### config.mk
export PLATFORM = sky130hd
export DESIGN_NAME = sisel_top
export DESIGN_NICKNAME = d
export VERILOG_FILES = /design/src/common/sisel_pkg.sv /design/src/hdl/sisel_sticky_flag.sv /design/src/hdl/sisel_top.sv
export VERILOG_INCLUDE_DIRS = /design/src /design/src/common
export SDC_FILE = /design/constraint.sdc
export NUM_CORES = 1
export LEC_CHECK = 0
export BUFFER_PORTS_ARGS = -buffer_cell sky130_fd_sc_hd__buf_2
export CAP_MARGIN = 10
export CORE_MARGIN = 1.5
export CORE_UTILIZATION = 40
export DETAILED_ROUTE_END_ITERATION = 6
export PLACE_DENSITY_LB_ADDON = 0.12
export SKIP_LAST_GASP = 1
export SLEW_MARGIN = 0
export SYNTH_ARGS = -nofsm -noshare
export SYNTH_HDL_FRONTEND = slang
export SYNTH_SLANG_ARGS = --single-unit
### constraint.sdc
create_clock -name clock_i -period 1.35 [get_ports clock_i]
set_input_delay 0.0675 -clock clock_i [delete_from_list [all_inputs] [get_ports clock_i]]
set_output_delay 0.0675 -clock clock_i [all_outputs]
set_load 0.1 [all_outputs]
### src/common/sisel_defines.svh
// Register indices, field positions and reset values of the
// interrupt-enable and slave-select block.
// Assumes a word-indexed register port; index times four gives bytes.
`ifndef SISEL_DEFINES_SVH
`define SISEL_DEFINES_SVH

// Word indices of the register file
`define SISEL_IDX_W 3
`define SISEL_IDX_STATUS 3'h2
`define SISEL_IDX_CONTROL 3'h3
`define SISEL_IDX_SSMASK 3'h5

// Status bit positions
`define SISEL_ST_RX_OVERRUN_BIT 3
`define SISEL_ST_TX_OVERRUN_BIT 4
`define SISEL_ST_SHIFT_EMPTY_BIT 5
`define SISEL_ST_TX_EMPTY_BIT 6
`define SISEL_ST_RX_FULL_BIT 7
`define SISEL_ST_ANY_ERROR_BIT 8

// Control bit positions
`define SISEL_CTL_RX_OVR_EN_BIT 3
`define SISEL_CTL_TX_OVR_EN_BIT 4
`define SISEL_CTL_TX_EMPTY_EN_BIT 6
`define SISEL_CTL_RX_FULL_EN_BIT 7
`define SISEL_CTL_ANY_ERR_EN_BIT 8
`define SISEL_CTL_FORCE_SEL_BIT 10

// Reset values
`define SISEL_CTRL_RESET 6'h00
`define SISEL_MASK_RESET 32'h0000_0001
`define SISEL_WORD_ZERO 32'h0000_0000
`define SISEL_WORD_ONES 32'hFFFF_FFFF
`define SISEL_REG_W 32

`endif

### src/common/sisel_pkg.sv
// Types shared by the interrupt-enable and slave-select block.
// Assumes sisel_defines.svh is on the include path.
`include "sisel_defines.svh"

package sisel_pkg;

    // Control bits that steer logic; other control bits do not exist
    typedef struct packed {
        logic any_error_irq_enable;
        logic rx_full_irq_enable;
        logic tx_empty_irq_enable;
        logic tx_overrun_irq_enable;
        logic rx_overrun_irq_enable;
        logic force_select_output;
    } sisel_ctrl_t;

    // One register-port request, single cycle
    typedef struct packed {
        logic rd;
        logic wr;
        logic [`SISEL_IDX_W-1:0] addr;
        logic [`SISEL_REG_W-1:0] wdata;
    } sisel_bus_req_t;

    // Whole state of the main module
    typedef struct packed {
        sisel_ctrl_t ctrl;
        logic [`SISEL_REG_W-1:0] mask;
        logic [`SISEL_REG_W-1:0] rdata;
        logic rvalid;
        logic irq;
        logic [`SISEL_REG_W-1:0] ss_n;
    } sisel_state_t;

    // State of one sticky flag
    typedef struct packed {
        logic flag;
    } sisel_flag_state_t;

endpackage : sisel_pkg

### src/hdl/sisel_sticky_flag.sv
// Sticky error flag: set by a one-cycle event, cleared by software.
// Assumes set and clear come from logic on clock_i.
module sisel_sticky_flag
    import sisel_pkg::*;
(
    input logic clock_i,
    input logic sys_rst_i,
    input logic set_i,
    input logic clear_i,
    output logic flag_o
);

    sisel_flag_state_t st_q;
    sisel_flag_state_t st_d;

    ////////////////////////////////////////////////////////////////////
    // Set beats clear so an event in the clearing cycle survives
    always_comb begin
        st_d = st_q;
        if (set_i) begin
            st_d.flag = 1'b1;
        end else if (clear_i) begin
            st_d.flag = 1'b0;
        end
    end

    always_ff @(posedge clock_i or posedge sys_rst_i) begin
        if (sys_rst_i) begin
            st_q <= '0;
        end else begin
            st_q <= st_d;
        end
    end

    assign flag_o = st_q.flag;
endmodule : sisel_sticky_flag

### src/hdl/sisel_top.sv
// Interrupt-enable and slave-select part of an SPI master core.
// Assumes the shift engine, holding registers and flag sources live
// outside, on clock_i, and drive the event and level inputs below.
// Function
// - Interrupt asserts whenever any status flag other than shift empty and its enable are both one.
// - Control bit 3 lets receive overrun raise the interrupt.
// - Control bit 4 lets transmit overrun raise the interrupt.
// - Control bit 6 lets transmit holding empty raise the interrupt.
// - Control bit 7 lets receive holding full raise the interrupt.
// - Control bit 8 lets the combined error flag raise the interrupt.
// - Control bit 10 keeps masked selects driven regardless of shifting.
// - Forced selects are exactly the lines set in the mask.
// - Reset clears all control bits: no interrupts, no selects.
// - During a shift only masked selects assert, all others stay inactive.
// - Mask register exists only in master configuration.
// - Mask holds one bit per select output; count is a parameter.
// - Several mask bits set assert all their selects together.
// - Reset loads mask bit 0 as one, higher bits zero.
// - Combined error flag equals receive overrun OR transmit overrun.
// - Reading control returns contents without altering any bit.
// - Select lines are active low.
module sisel_top
    import sisel_pkg::*;
#(
    parameter int NUM_SS = 8,
    parameter bit IS_MASTER = 1'b1
) (
    input logic clock_i,
    input logic sys_rst_i,
    input sisel_bus_req_t bus_req_i,
    output logic [`SISEL_REG_W-1:0] bus_rdata_o,
    output logic bus_rvalid_o,
    input logic rx_overrun_evt_i,
    input logic tx_overrun_evt_i,
    input logic tx_holding_empty_i,
    input logic rx_holding_full_i,
    input logic shift_empty_i,
    input logic transfer_active_i,
    output logic irq_o,
    output logic [NUM_SS-1:0] ss_n_o
);

    // Mask bits that correspond to real select outputs
    localparam logic [`SISEL_REG_W-1:0] SS_USED =
        `SISEL_WORD_ONES >> (`SISEL_REG_W - NUM_SS);

    sisel_state_t st_q;
    sisel_state_t st_d;

    logic receive_overrun_flag;
    logic transmit_overrun_flag;
    logic any_error_flag;
    logic tx_holding_empty_flag;
    logic rx_holding_full_flag;
    logic status_wr;
    logic [`SISEL_REG_W-1:0] status_word;
    logic [`SISEL_REG_W-1:0] control_word;
    logic [`SISEL_REG_W-1:0] mask_word;
    logic [`SISEL_REG_W-1:0] read_word;
    logic irq_raw;
    logic sel_active;

    ////////////////////////////////////////////////////////////////////
    // Sticky overrun flags, cleared by any status write
    assign status_wr = bus_req_i.wr &&
        (bus_req_i.addr == `SISEL_IDX_STATUS);

    sisel_sticky_flag u_rx_overrun (
        .clock_i(clock_i),
        .sys_rst_i(sys_rst_i),
        .set_i(rx_overrun_evt_i),
        .clear_i(status_wr),
        .flag_o(receive_overrun_flag)
    );

    sisel_sticky_flag u_tx_overrun (
        .clock_i(clock_i),
        .sys_rst_i(sys_rst_i),
        .set_i(tx_overrun_evt_i),
        .clear_i(status_wr),
        .flag_o(transmit_overrun_flag)
    );

    // Combined error is derived, so it can never disagree with its parts
    assign any_error_flag = receive_overrun_flag |
        transmit_overrun_flag;
    assign tx_holding_empty_flag = tx_holding_empty_i;
    assign rx_holding_full_flag = rx_holding_full_i;

    ////////////////////////////////////////////////////////////////////
    // Read words; undefined bits read as zero
    always_comb begin
        status_word = `SISEL_WORD_ZERO;
        status_word[`SISEL_ST_RX_OVERRUN_BIT] = receive_overrun_flag;
        status_word[`SISEL_ST_TX_OVERRUN_BIT] = transmit_overrun_flag;
        status_word[`SISEL_ST_SHIFT_EMPTY_BIT] = shift_empty_i;
        status_word[`SISEL_ST_TX_EMPTY_BIT] = tx_holding_empty_flag;
        status_word[`SISEL_ST_RX_FULL_BIT] = rx_holding_full_flag;
        status_word[`SISEL_ST_ANY_ERROR_BIT] = any_error_flag;
        control_word = `SISEL_WORD_ZERO;
        control_word[`SISEL_CTL_RX_OVR_EN_BIT] =
            st_q.ctrl.rx_overrun_irq_enable;
        control_word[`SISEL_CTL_TX_OVR_EN_BIT] =
            st_q.ctrl.tx_overrun_irq_enable;
        control_word[`SISEL_CTL_TX_EMPTY_EN_BIT] =
            st_q.ctrl.tx_empty_irq_enable;
        control_word[`SISEL_CTL_RX_FULL_EN_BIT] =
            st_q.ctrl.rx_full_irq_enable;
        control_word[`SISEL_CTL_ANY_ERR_EN_BIT] =
            st_q.ctrl.any_error_irq_enable;
        control_word[`SISEL_CTL_FORCE_SEL_BIT] =
            st_q.ctrl.force_select_output;
        // An absent mask register reads as zero
        mask_word = IS_MASTER ? st_q.mask : `SISEL_WORD_ZERO;
        if (bus_req_i.addr == `SISEL_IDX_STATUS) begin
            read_word = status_word;
        end else if (bus_req_i.addr == `SISEL_IDX_CONTROL) begin
            read_word = control_word;
        end else if (bus_req_i.addr == `SISEL_IDX_SSMASK) begin
            read_word = mask_word;
        end else begin
            read_word = `SISEL_WORD_ZERO;
        end
    end

    ////////////////////////////////////////////////////////////////////
    // Interrupt sources gated by their enables
    assign irq_raw =
        (st_q.ctrl.rx_overrun_irq_enable & receive_overrun_flag) |
        (st_q.ctrl.tx_overrun_irq_enable & transmit_overrun_flag) |
        (st_q.ctrl.tx_empty_irq_enable & tx_holding_empty_flag) |
        (st_q.ctrl.rx_full_irq_enable & rx_holding_full_flag) |
        (st_q.ctrl.any_error_irq_enable & any_error_flag);

    // Selects drive during a shift or while forced by software
    assign sel_active = st_q.ctrl.force_select_output |
        transfer_active_i;

    ////////////////////////////////////////////////////////////////////
    // Next state: register writes, read capture, registered outputs
    always_comb begin
        st_d = st_q;
        st_d.rvalid = 1'b0;
        if (bus_req_i.wr) begin
            if (bus_req_i.addr == `SISEL_IDX_CONTROL) begin
                // Only the six defined bits are stored
                st_d.ctrl.rx_overrun_irq_enable =
                    bus_req_i.wdata[`SISEL_CTL_RX_OVR_EN_BIT];
                st_d.ctrl.tx_overrun_irq_enable =
                    bus_req_i.wdata[`SISEL_CTL_TX_OVR_EN_BIT];
                st_d.ctrl.tx_empty_irq_enable =
                    bus_req_i.wdata[`SISEL_CTL_TX_EMPTY_EN_BIT];
                st_d.ctrl.rx_full_irq_enable =
                    bus_req_i.wdata[`SISEL_CTL_RX_FULL_EN_BIT];
                st_d.ctrl.any_error_irq_enable =
                    bus_req_i.wdata[`SISEL_CTL_ANY_ERR_EN_BIT];
                st_d.ctrl.force_select_output =
                    bus_req_i.wdata[`SISEL_CTL_FORCE_SEL_BIT];
            end else if (bus_req_i.addr == `SISEL_IDX_SSMASK) begin
                // Slave builds have no mask, so writes vanish
                if (IS_MASTER) begin
                    st_d.mask = bus_req_i.wdata & SS_USED;
                end
            end
        end
        // Read has no side effect on any stored bit
        if (bus_req_i.rd) begin
            st_d.rvalid = 1'b1;
            st_d.rdata = read_word;
        end
        st_d.irq = irq_raw;
        // Active low: a selected slave sees its line driven low
        if (IS_MASTER && sel_active) begin
            st_d.ss_n = ~(st_q.mask & SS_USED);
        end else begin
            st_d.ss_n = `SISEL_WORD_ONES;
        end
    end

    ////////////////////////////////////////////////////////////////////
    // State register; reset leaves selects idle and interrupts off
    always_ff @(posedge clock_i or posedge sys_rst_i) begin
        if (sys_rst_i) begin
            st_q.ctrl <= `SISEL_CTRL_RESET;
            st_q.mask <= `SISEL_MASK_RESET;
            st_q.rdata <= `SISEL_WORD_ZERO;
            st_q.rvalid <= 1'b0;
            st_q.irq <= 1'b0;
            st_q.ss_n <= `SISEL_WORD_ONES;
        end else begin
            st_q <= st_d;
        end
    end

    assign bus_rdata_o = st_q.rdata;
    assign bus_rvalid_o = st_q.rvalid;
    assign irq_o = st_q.irq;
    assign ss_n_o = st_q.ss_n[NUM_SS-1:0];

    logic [NUM_SS-1:0] used_mask;
    logic ctrl_rd_only;
    logic rst_seen_q;
    assign used_mask = st_q.mask[NUM_SS-1:0];
    assign ctrl_rd_only = bus_req_i.rd && !bus_req_i.wr;

    // Helper: high during reset and on the first cycle after reset release
    always_ff @(posedge clock_i or posedge sys_rst_i) begin
        if (sys_rst_i) begin
            rst_seen_q <= 1'b1;
        end else begin
            rst_seen_q <= 1'b0;
        end
    end
endmodule : sisel_top

**Word-level counts from Yosys, hierarchy flattened**

Cells that the tools add are included.

- Equality and inequality tests: 3
- Reductions and logical operators: 5
- Bitwise gates (word level): 13
- Mux-type cells: 8

Operator list:

| kind | count |
|---|---|
| two-way mux 32 bit | 2 |
| two-way mux 8 bit | 2 |
| inverter 8 bit | 1 |
| equality test 3 x 2 -> 1 bit (second input constant) | 2 |
| bitwise OR 1 bit | 6 |
| bitwise AND 1 bit | 5 |
| two-way mux 1 bit | 4 |
| nonzero test 2 bit | 2 |
| equality test 3 bit (second input constant) | 1 |
| AND reduction 3 bit | 1 |
| AND reduction 2 bit | 1 |
| logical AND 1 bit | 1 |
| inverter 1 bit | 1 |

- Word-level logic and storage cells: 42
- Output and inout bits: 42
- Bits of input ports: 45
- Register bits: 58

**Logic depth before layout (Yosys ltp)**

Gate-level depths: netlist of the first run.

- Word-level depth: 5
- Gate-level depth with buffers: 4
- Mapped depth without buffers: 3

**By module**

From an unflattened synthesis of the first run, not the netlist that was laid out.

- Cell total of the unflattened synthesis: 143
- Area total of the unflattened synthesis: 1,661.6 um2

By module, submodules not included:

| module | cells an instance | times used | sequential area each (um2) | area an instance (um2) |
|---|---|---|---|---|
| sisel_top | 135 | 1 | 862.1 | 1,581.5 |
| sisel_sticky_flag | 4 | 2 | 25.0 | 40.0 |

**Worst setup path before layout of the first run**

No wires, ideal clock.

- Kind: reg2reg
- From: reg, netlist name bus_rdata_o[3]
- To: reg st_q (netlist bit bus_rdata_o[3])
- Path buffers: 0
- Setup time: 69 ps
- Clock period less this slack: 1,253 ps
- Data required time: 1,281 ps
- Arrival: 1,184 ps
- Cell stages (with the launch flop): 2
- Slack: 97 ps
- Cells stage by stage: dfrtp_1 > o221a_1

RTL lines:

| item | line | source |
|---|---|---|
| end signal, assigned | sisel_top.sv:191 | `st_q <= st_d;` |
| end, declared | sisel_top.sv:47 | `sisel_state_t st_q;` |

**Worst setup path in the final report of the first run**

- From: reg st_q (netlist bit ss_n_o[3])
- To: out ss_n_o[3]

RTL lines:

| item | line | source |
|---|---|---|
| end, declared | sisel_top.sv:40 | `output logic [NUM_SS-1:0] ss_n_o` |

No word-level cell between the ends.

==> impl_results.md, run 1 <==
* Status: complete, no violations
* Lkg Pwr at 0.942 nW
* Vias in the first global route at 1,064
* Final setup TNS at 0 ps
* Multiplexer share of the synthesized area at 0.0969
* GR Overflow Total at 0
* Worst-case clock buffer depth at 2
* CTS tree: done
* Hold-fix buffers at CTS at 3
* Ant. Diodes at 0
* CP max FO at 1
* Buf+Inv Stages, Crit Path at 1
* Critical path's largest stage delay at 520 ps
* TritonCTS Buffers at 5
* Total power at 3.58 mW
* Post-CTS Setup Inserts at 0
* H-tree depth at 2
* DIE WIDTH at 66.8 um
* Final Hold Fails at 0
* Row cnt at 22
* First-pass GRT wire length at 5020 um
* Post-synthesis adder-cell area fraction at 0
* Pwr per Cell Area at 1840 nW/um^2
* Worst Path Required at 1280 ps
* CTS Sinks at 36
* Crit path time final at 1290 ps
* Crit start category: flop
* Synth warn at 0
* Later-pin clock latency in the skew report at 280 ps
* Iter 0 DRT Violations at 73
* Layout cells sized above 1 at 0.435
* Simple-gate share of the synthesized area at 0.104
* Dominant register cell in the synthesized netlist: dfrtp_1
* Post-synth top area share at 0.415
* Main combinational cell family by area after synthesis: buffers and inverters
* Pins Over Slew Limit at 0
* CP top delay family: flip-flops
* GR Util met2 at 0.246
* R2R Setup Slk at 310 ps
* Clock skew at 5.52 ps
* IO buf count at 42
* Peak supply drop at 741 uV
* Clock-pin slew on the worst setup and hold paths at 70 ps
* Post-CTS Resized at 0
* Area fraction in compound gates after synthesis at 0.0938
* Post-synthesis register bit count at 36
* Via count at 1,075
* Cell taking the most area after synthesis: dfrtp_1
* P&R area growth vs syn at 19.6%
* Area of the multi-input gates at 562 um^2
* Residual DRC count at 0
* Starting density of the core at 0.431
* Dpl ws at 124 ps
* Ys async rst share at 1.00
* Cell area after synthesis at 1630 um^2
* Post-Synth XOR/XNOR Area at 0
* Layout Nets at 230
* Crit share post-route at 0.955
* Final setup violation count at 0
* Avg WL per Cell at 13.2 um
* Fillers at 360
* GP Congestion at 0.772
* Yosys cell types at 25
* Core area at 3770 um^2
* Total GRT Usage at 0.159
* Die height at 66.8 um
* Seq/Total Area, Yosys at 0.561
* RSZ-0062 raised after global routing: false
* Most numerous cell in the Yosys netlist: dfrtp_1
* Synth top area cells: dfrtp_1, dfstp_2, buf_4
* Max Fclk at 776 MHz
* Post-Synthesis Cells at 137
* Max-cap viol count at 0
* Crit-path cells: buf_2
* Setup Crit Path Kind: reg2out
* Top post-synthesis cells by count: dfrtp_1, buf_4, mux2_2
* Worst EP arrival at 1220 ps
* Initial antenna violation count at 0
* Hpwl dp at 2290 um
* GR Util met1 at 0.203
* CTS root buf: clkbuf_8
* Grt met3 use at 0.0524
* Register area at 912 um^2
* Die area at 4460 um^2
* Post-synth EDFFs at 0
* Class of the tightest hold or removal check: in2reg
* Synthesized area per cell at 11.9 um^2
* Routed Antenna Nets at 0
* Final worst setup slack at 60.9 ps
* Pin count of the biggest net entering global routing at 37
* Most Crowded Layer GR: met2
* Final wirelength at 3090 um
* CP Capture Type: output port
* First-pass DRT Iterations at 6
* I/O pin count at 87
* Slowest stage cell, crit path: dfstp_2
* Via-to-Cell Ratio at 4.59
## logic make-up after synthesis
| group | after synthesis |
|---|---|
| mux | 14 |
| flops | 36 |
| simple gates | 28 |
| other cells | 1 |
| buf+inv | 39 |
| compound gates | 19 |
## sequential cells by signal, summed over array words and instances (netlist names)
register	flops
u_rx_overrun.flag_o	1
control_word	6
irq_o	1
ss_n_o	8
mask_word	8
bus_rvalid_o	1
bus_rdata_o	10
u_tx_overrun.flag_o	1
## metrics by stage
step                hold WS (ps)  instances  cell area, um^2   util
detailed placement           192        223             1800  0.478
global placement             181        223             1800  0.478
finish                      11.7        234             1950  0.516
floorplan                   98.9        158             1710      -
global route               0.357        234             1950  0.516
CTS                         2.43        234             1950  0.516
## metal layers
metal / wire, um / part of all wire
met1: 1340 / 0.43
met2: 1530 / 0.50
met3: 161 / 0.052
met4: 53 / 0.017
met5: 0 / 0
## power by group
group,switching [mW],internal (mW)
sequential,0.0968,1.29
combinational,1.05,0.217
clock,0.375,0.546
total,1.52,2.06
## final timing paths
check,start,depth (start not counted),end
max,ss_n_o[3],1,ss_n_o[3]
min,bus_req_i[2],2,mask_word[2]
max reg2reg,u_tx_overrun.flag_o,2,irq_o
min reg2reg,mask_word[2],1,ss_n_o[2]
max in group asynchronous,sys_rst_i,4,ss_n_o[3]
min in group asynchronous,sys_rst_i,4,mask_word[5]
## final cells by class
cell class                 count  share of cell area
inverter                      12              0.0232
sequential                    36               0.469
multi-input combinational     83               0.289
clock buffer                   5              0.0354
tap                           48              0.0309
timing repair buffer          47               0.131
clock inverter                 3              0.0219
## layout by cell type (no fill, tap or decap), drive strengths merged, types with 2 or more instances in the layout
master	count
conb	22
nor2b	4
mux2	14
buf	44
o21ai	5
nand2	10
o221ai	6
clkbuf	5
and3b	2
dlygate4sd3	3
dfrtp	27
inv	12
o221a	4
or3b	2
a21o	2
nand3	6
dfstp	9
No activity file was read; power rests on OpenSTA's default activity.
==> run 2: changes to the inputs <==
PLACE_DENSITY = 0.73   (was default)
PLACE_DENSITY_LB_ADDON = default   (was 0.12)
==> run 2 against run 1 <==
Die area unchanged. Largest cell class unchanged. Flip-flop and latch count unchanged. Worst hold slack got worse by 9.5 ps. Design area increased by 2.4%. Clock power increased by 43%. Cell count unchanged. Critical endpoint unchanged. Sequential power about the same. Core utilization increased by 1.3 points.
==> impl_results.md, run 2 (synthesized netlist as in run 1, its figures left out) <==
* Status: complete, no violations
* Final setup violation count at 0 (unchanged)
* Die area at 4460 um^2 (unchanged)
* Routed Antenna Nets at 0 (unchanged)
* Worst-case clock buffer depth at 2 (unchanged)
* Max Fclk at 767 MHz (-1.1%)
* P&R area growth vs syn at 22.5%
* Layout Nets at 230 (unchanged)
* CTS Sinks at 36 (unchanged)
* Pins Over Slew Limit at 0 (unchanged)
* Avg WL per Cell at 12.9 um (-2.5%)
* Pint at 2.44 mW (+18%)
* Hold-fix buffers at CTS at 3 (unchanged)
* Commonest non-fill, non-tap cell in the layout: buf_2
* Final wirelength at 3010 um (-2.5%)
* CP startpoint: ss_n_o[3]
* CP Capture Type: output port
* Hpwl dp at 2210 um (-3.7%)
* Setup Crit Path Kind: reg2out
* Switching power at 1.55 mW (+1.7%)
* Worst hold path depth at 2 (unchanged)
* Crit path time final at 1300 ps (+14.5 ps)
* CP top delay family: flip-flops
* Layout cells sized above 1 at 0.435 (unchanged)
* Buf+Inv Stages, Crit Path at 1 (unchanged)
* Die height at 66.8 um (unchanged)
* Row cnt at 22 (unchanged)
* Lkg Pwr at 0.967 nW (+2.6%)
* Slowest stage cell, crit path: dfstp_2
* DIE WIDTH at 66.8 um (unchanged)
* GR Overflow Total at 0 (unchanged)
* Combinational power share at 0.319 (-0.035)
* Clock-pin slew on the worst setup and hold paths at 80 ps (about the same)
* H-tree depth at 2 (unchanged)
* Final Hold Fails at 0 (unchanged)
* Crit share post-route at 0.966 (+0.0108)
* Clock skew at 6.06 ps (+0.544 ps)
* Via count at 1,098 (+2.1%)
* Peak supply drop at 954 uV (+29%)
* Most frequent cells in the layout: buf_2, dfrtp_1, conb_1, mux2_2, inv_1
* Initial antenna violation count at 0 (unchanged)
* Class of the tightest hold or removal check: in2reg
* Worst EP arrival at 1240 ps (+20 ps)
* CTS tree: done
* Core area at 3770 um^2 (unchanged)
* Starting density of the core at 0.431 (unchanged)
* Post-CTS Resized at 0 (unchanged)
* RR Startpoint: u_tx_overrun.flag_o
* Final worst setup slack at 46.4 ps (-14.5 ps)
* Pin count of the biggest net entering global routing at 37 (unchanged)
* Worst reg2reg endpoint: irq_o
* Number of flip-flops in the largest register at 10 (unchanged)
* Crit-path cells: buf_2
* Total GRT Usage at 0.155 (-0.00425)
* Later-pin clock latency in the skew report at 300 ps (+20 ps)
* Clock share of power at 0.332 (+0.075)
* Sw Ratio at 0.389 (-0.0367)
* Worst R2R Path Depth at 2 (unchanged)
* Sequential Power Share at 0.349 (-0.040)
* Max-cap viol count at 0 (unchanged)
* Via-to-Cell Ratio at 4.69 (+2.1%)
* CP max FO at 1 (unchanged)
* Pwr per Cell Area at 2000 nW/um^2 (+8.6%)
* R2R Setup Slk at 300 ps (about the same)
* WP depth at 1 (unchanged)
* GP Congestion at 0.733 (-5.0%)
* First-pass DRT Iterations at 4 (-2)
* Residual DRC count at 0 (unchanged)
* I/O pin count at 87 (unchanged)
* Critical path's largest stage delay at 520 ps (about the same)
* Ant. Diodes at 0 (unchanged)
* Final setup TNS at 0 ps (unchanged)
* Crit start category: flop
* Post-CTS Setup Inserts at 0 (unchanged)
* RSZ-0062 raised after global routing: false
* Vias in the first global route at 1,048 (-1.5%)
* Worst setup path endpoint: ss_n_o[3]
* Worst Path Required at 1280 ps (about the same)
* TritonCTS Buffers at 5 (unchanged)
* IO buf count at 42 (unchanged)
* Iter 0 DRT Violations at 59 (-19%)
* CTS root buf: clkbuf_8
* First-pass GRT wire length at 4970 um (-0.96%)
* Dpl ws at 123 ps (-1.71 ps)
* Fillers at 355 (-1.4%)
[run 2: per-stage QoR]
step           utilization  power, mW  hold slack, ps  instances  area, um^2
2_1_floorplan            -       2.55            98.9        158        1710
3_3_place_gp         0.478       2.67             188        223        1800
3_5_place_dp         0.478       2.68             188        223        1800
4_1_cts              0.529       4.01           0.393        234        1990
5_1_grt              0.529       4.13            4.74        234        1990
6_report             0.529       3.99            2.21        234        1990
[run 2: final cells by class]
class                   count  area, um^2  share of cell area
clock buffers               5        68.8              0.0345
flip-flops and latches     36         912               0.458
clock inverters             3        90.1              0.0452
inverters                  12        45.0              0.0226
multi-input cells          83         562               0.282
well taps                  48        60.1              0.0301
repair buffers             47         255               0.128
[run 2: power groups by stage]
stage	registers (mW)	logic (mW)	clock network, mW
6_report	1.39	1.27	1.32
5_1_grt	1.42	1.33	1.38
4_1_cts	1.39	1.28	1.33
3_5_place_dp	1.41	1.27	0
3_3_place_gp	1.40	1.26	0
2_1_floorplan	2.02	0.530	0
[run 2: worst min path at each step]
stage	end	startpoint
5_1_grt	mask_word[2]	bus_req_i[2]
4_1_cts	control_word[8]	bus_req_i[8]
2_1_floorplan	bus_rvalid_o	bus_req_i[36]
3_3_place_gp	mask_word[4]	sys_rst_i
3_5_place_dp	bus_rvalid_o	sys_rst_i
6_report	mask_word[2]	bus_req_i[2]
[run 2: routing by layer]
layer / wire length, um / up-vias / part of all wire / track usage
met5: 0 / - / 0 / 0
met4: 83 / 0 / 0.028 / 0.0918
met3: 159 / 8 / 0.053 / 0.0287
met2: 1460 / 35 / 0.49 / 0.244
met1: 1300 / 536 / 0.43 / 0.197
li1: - / 519 / - / -
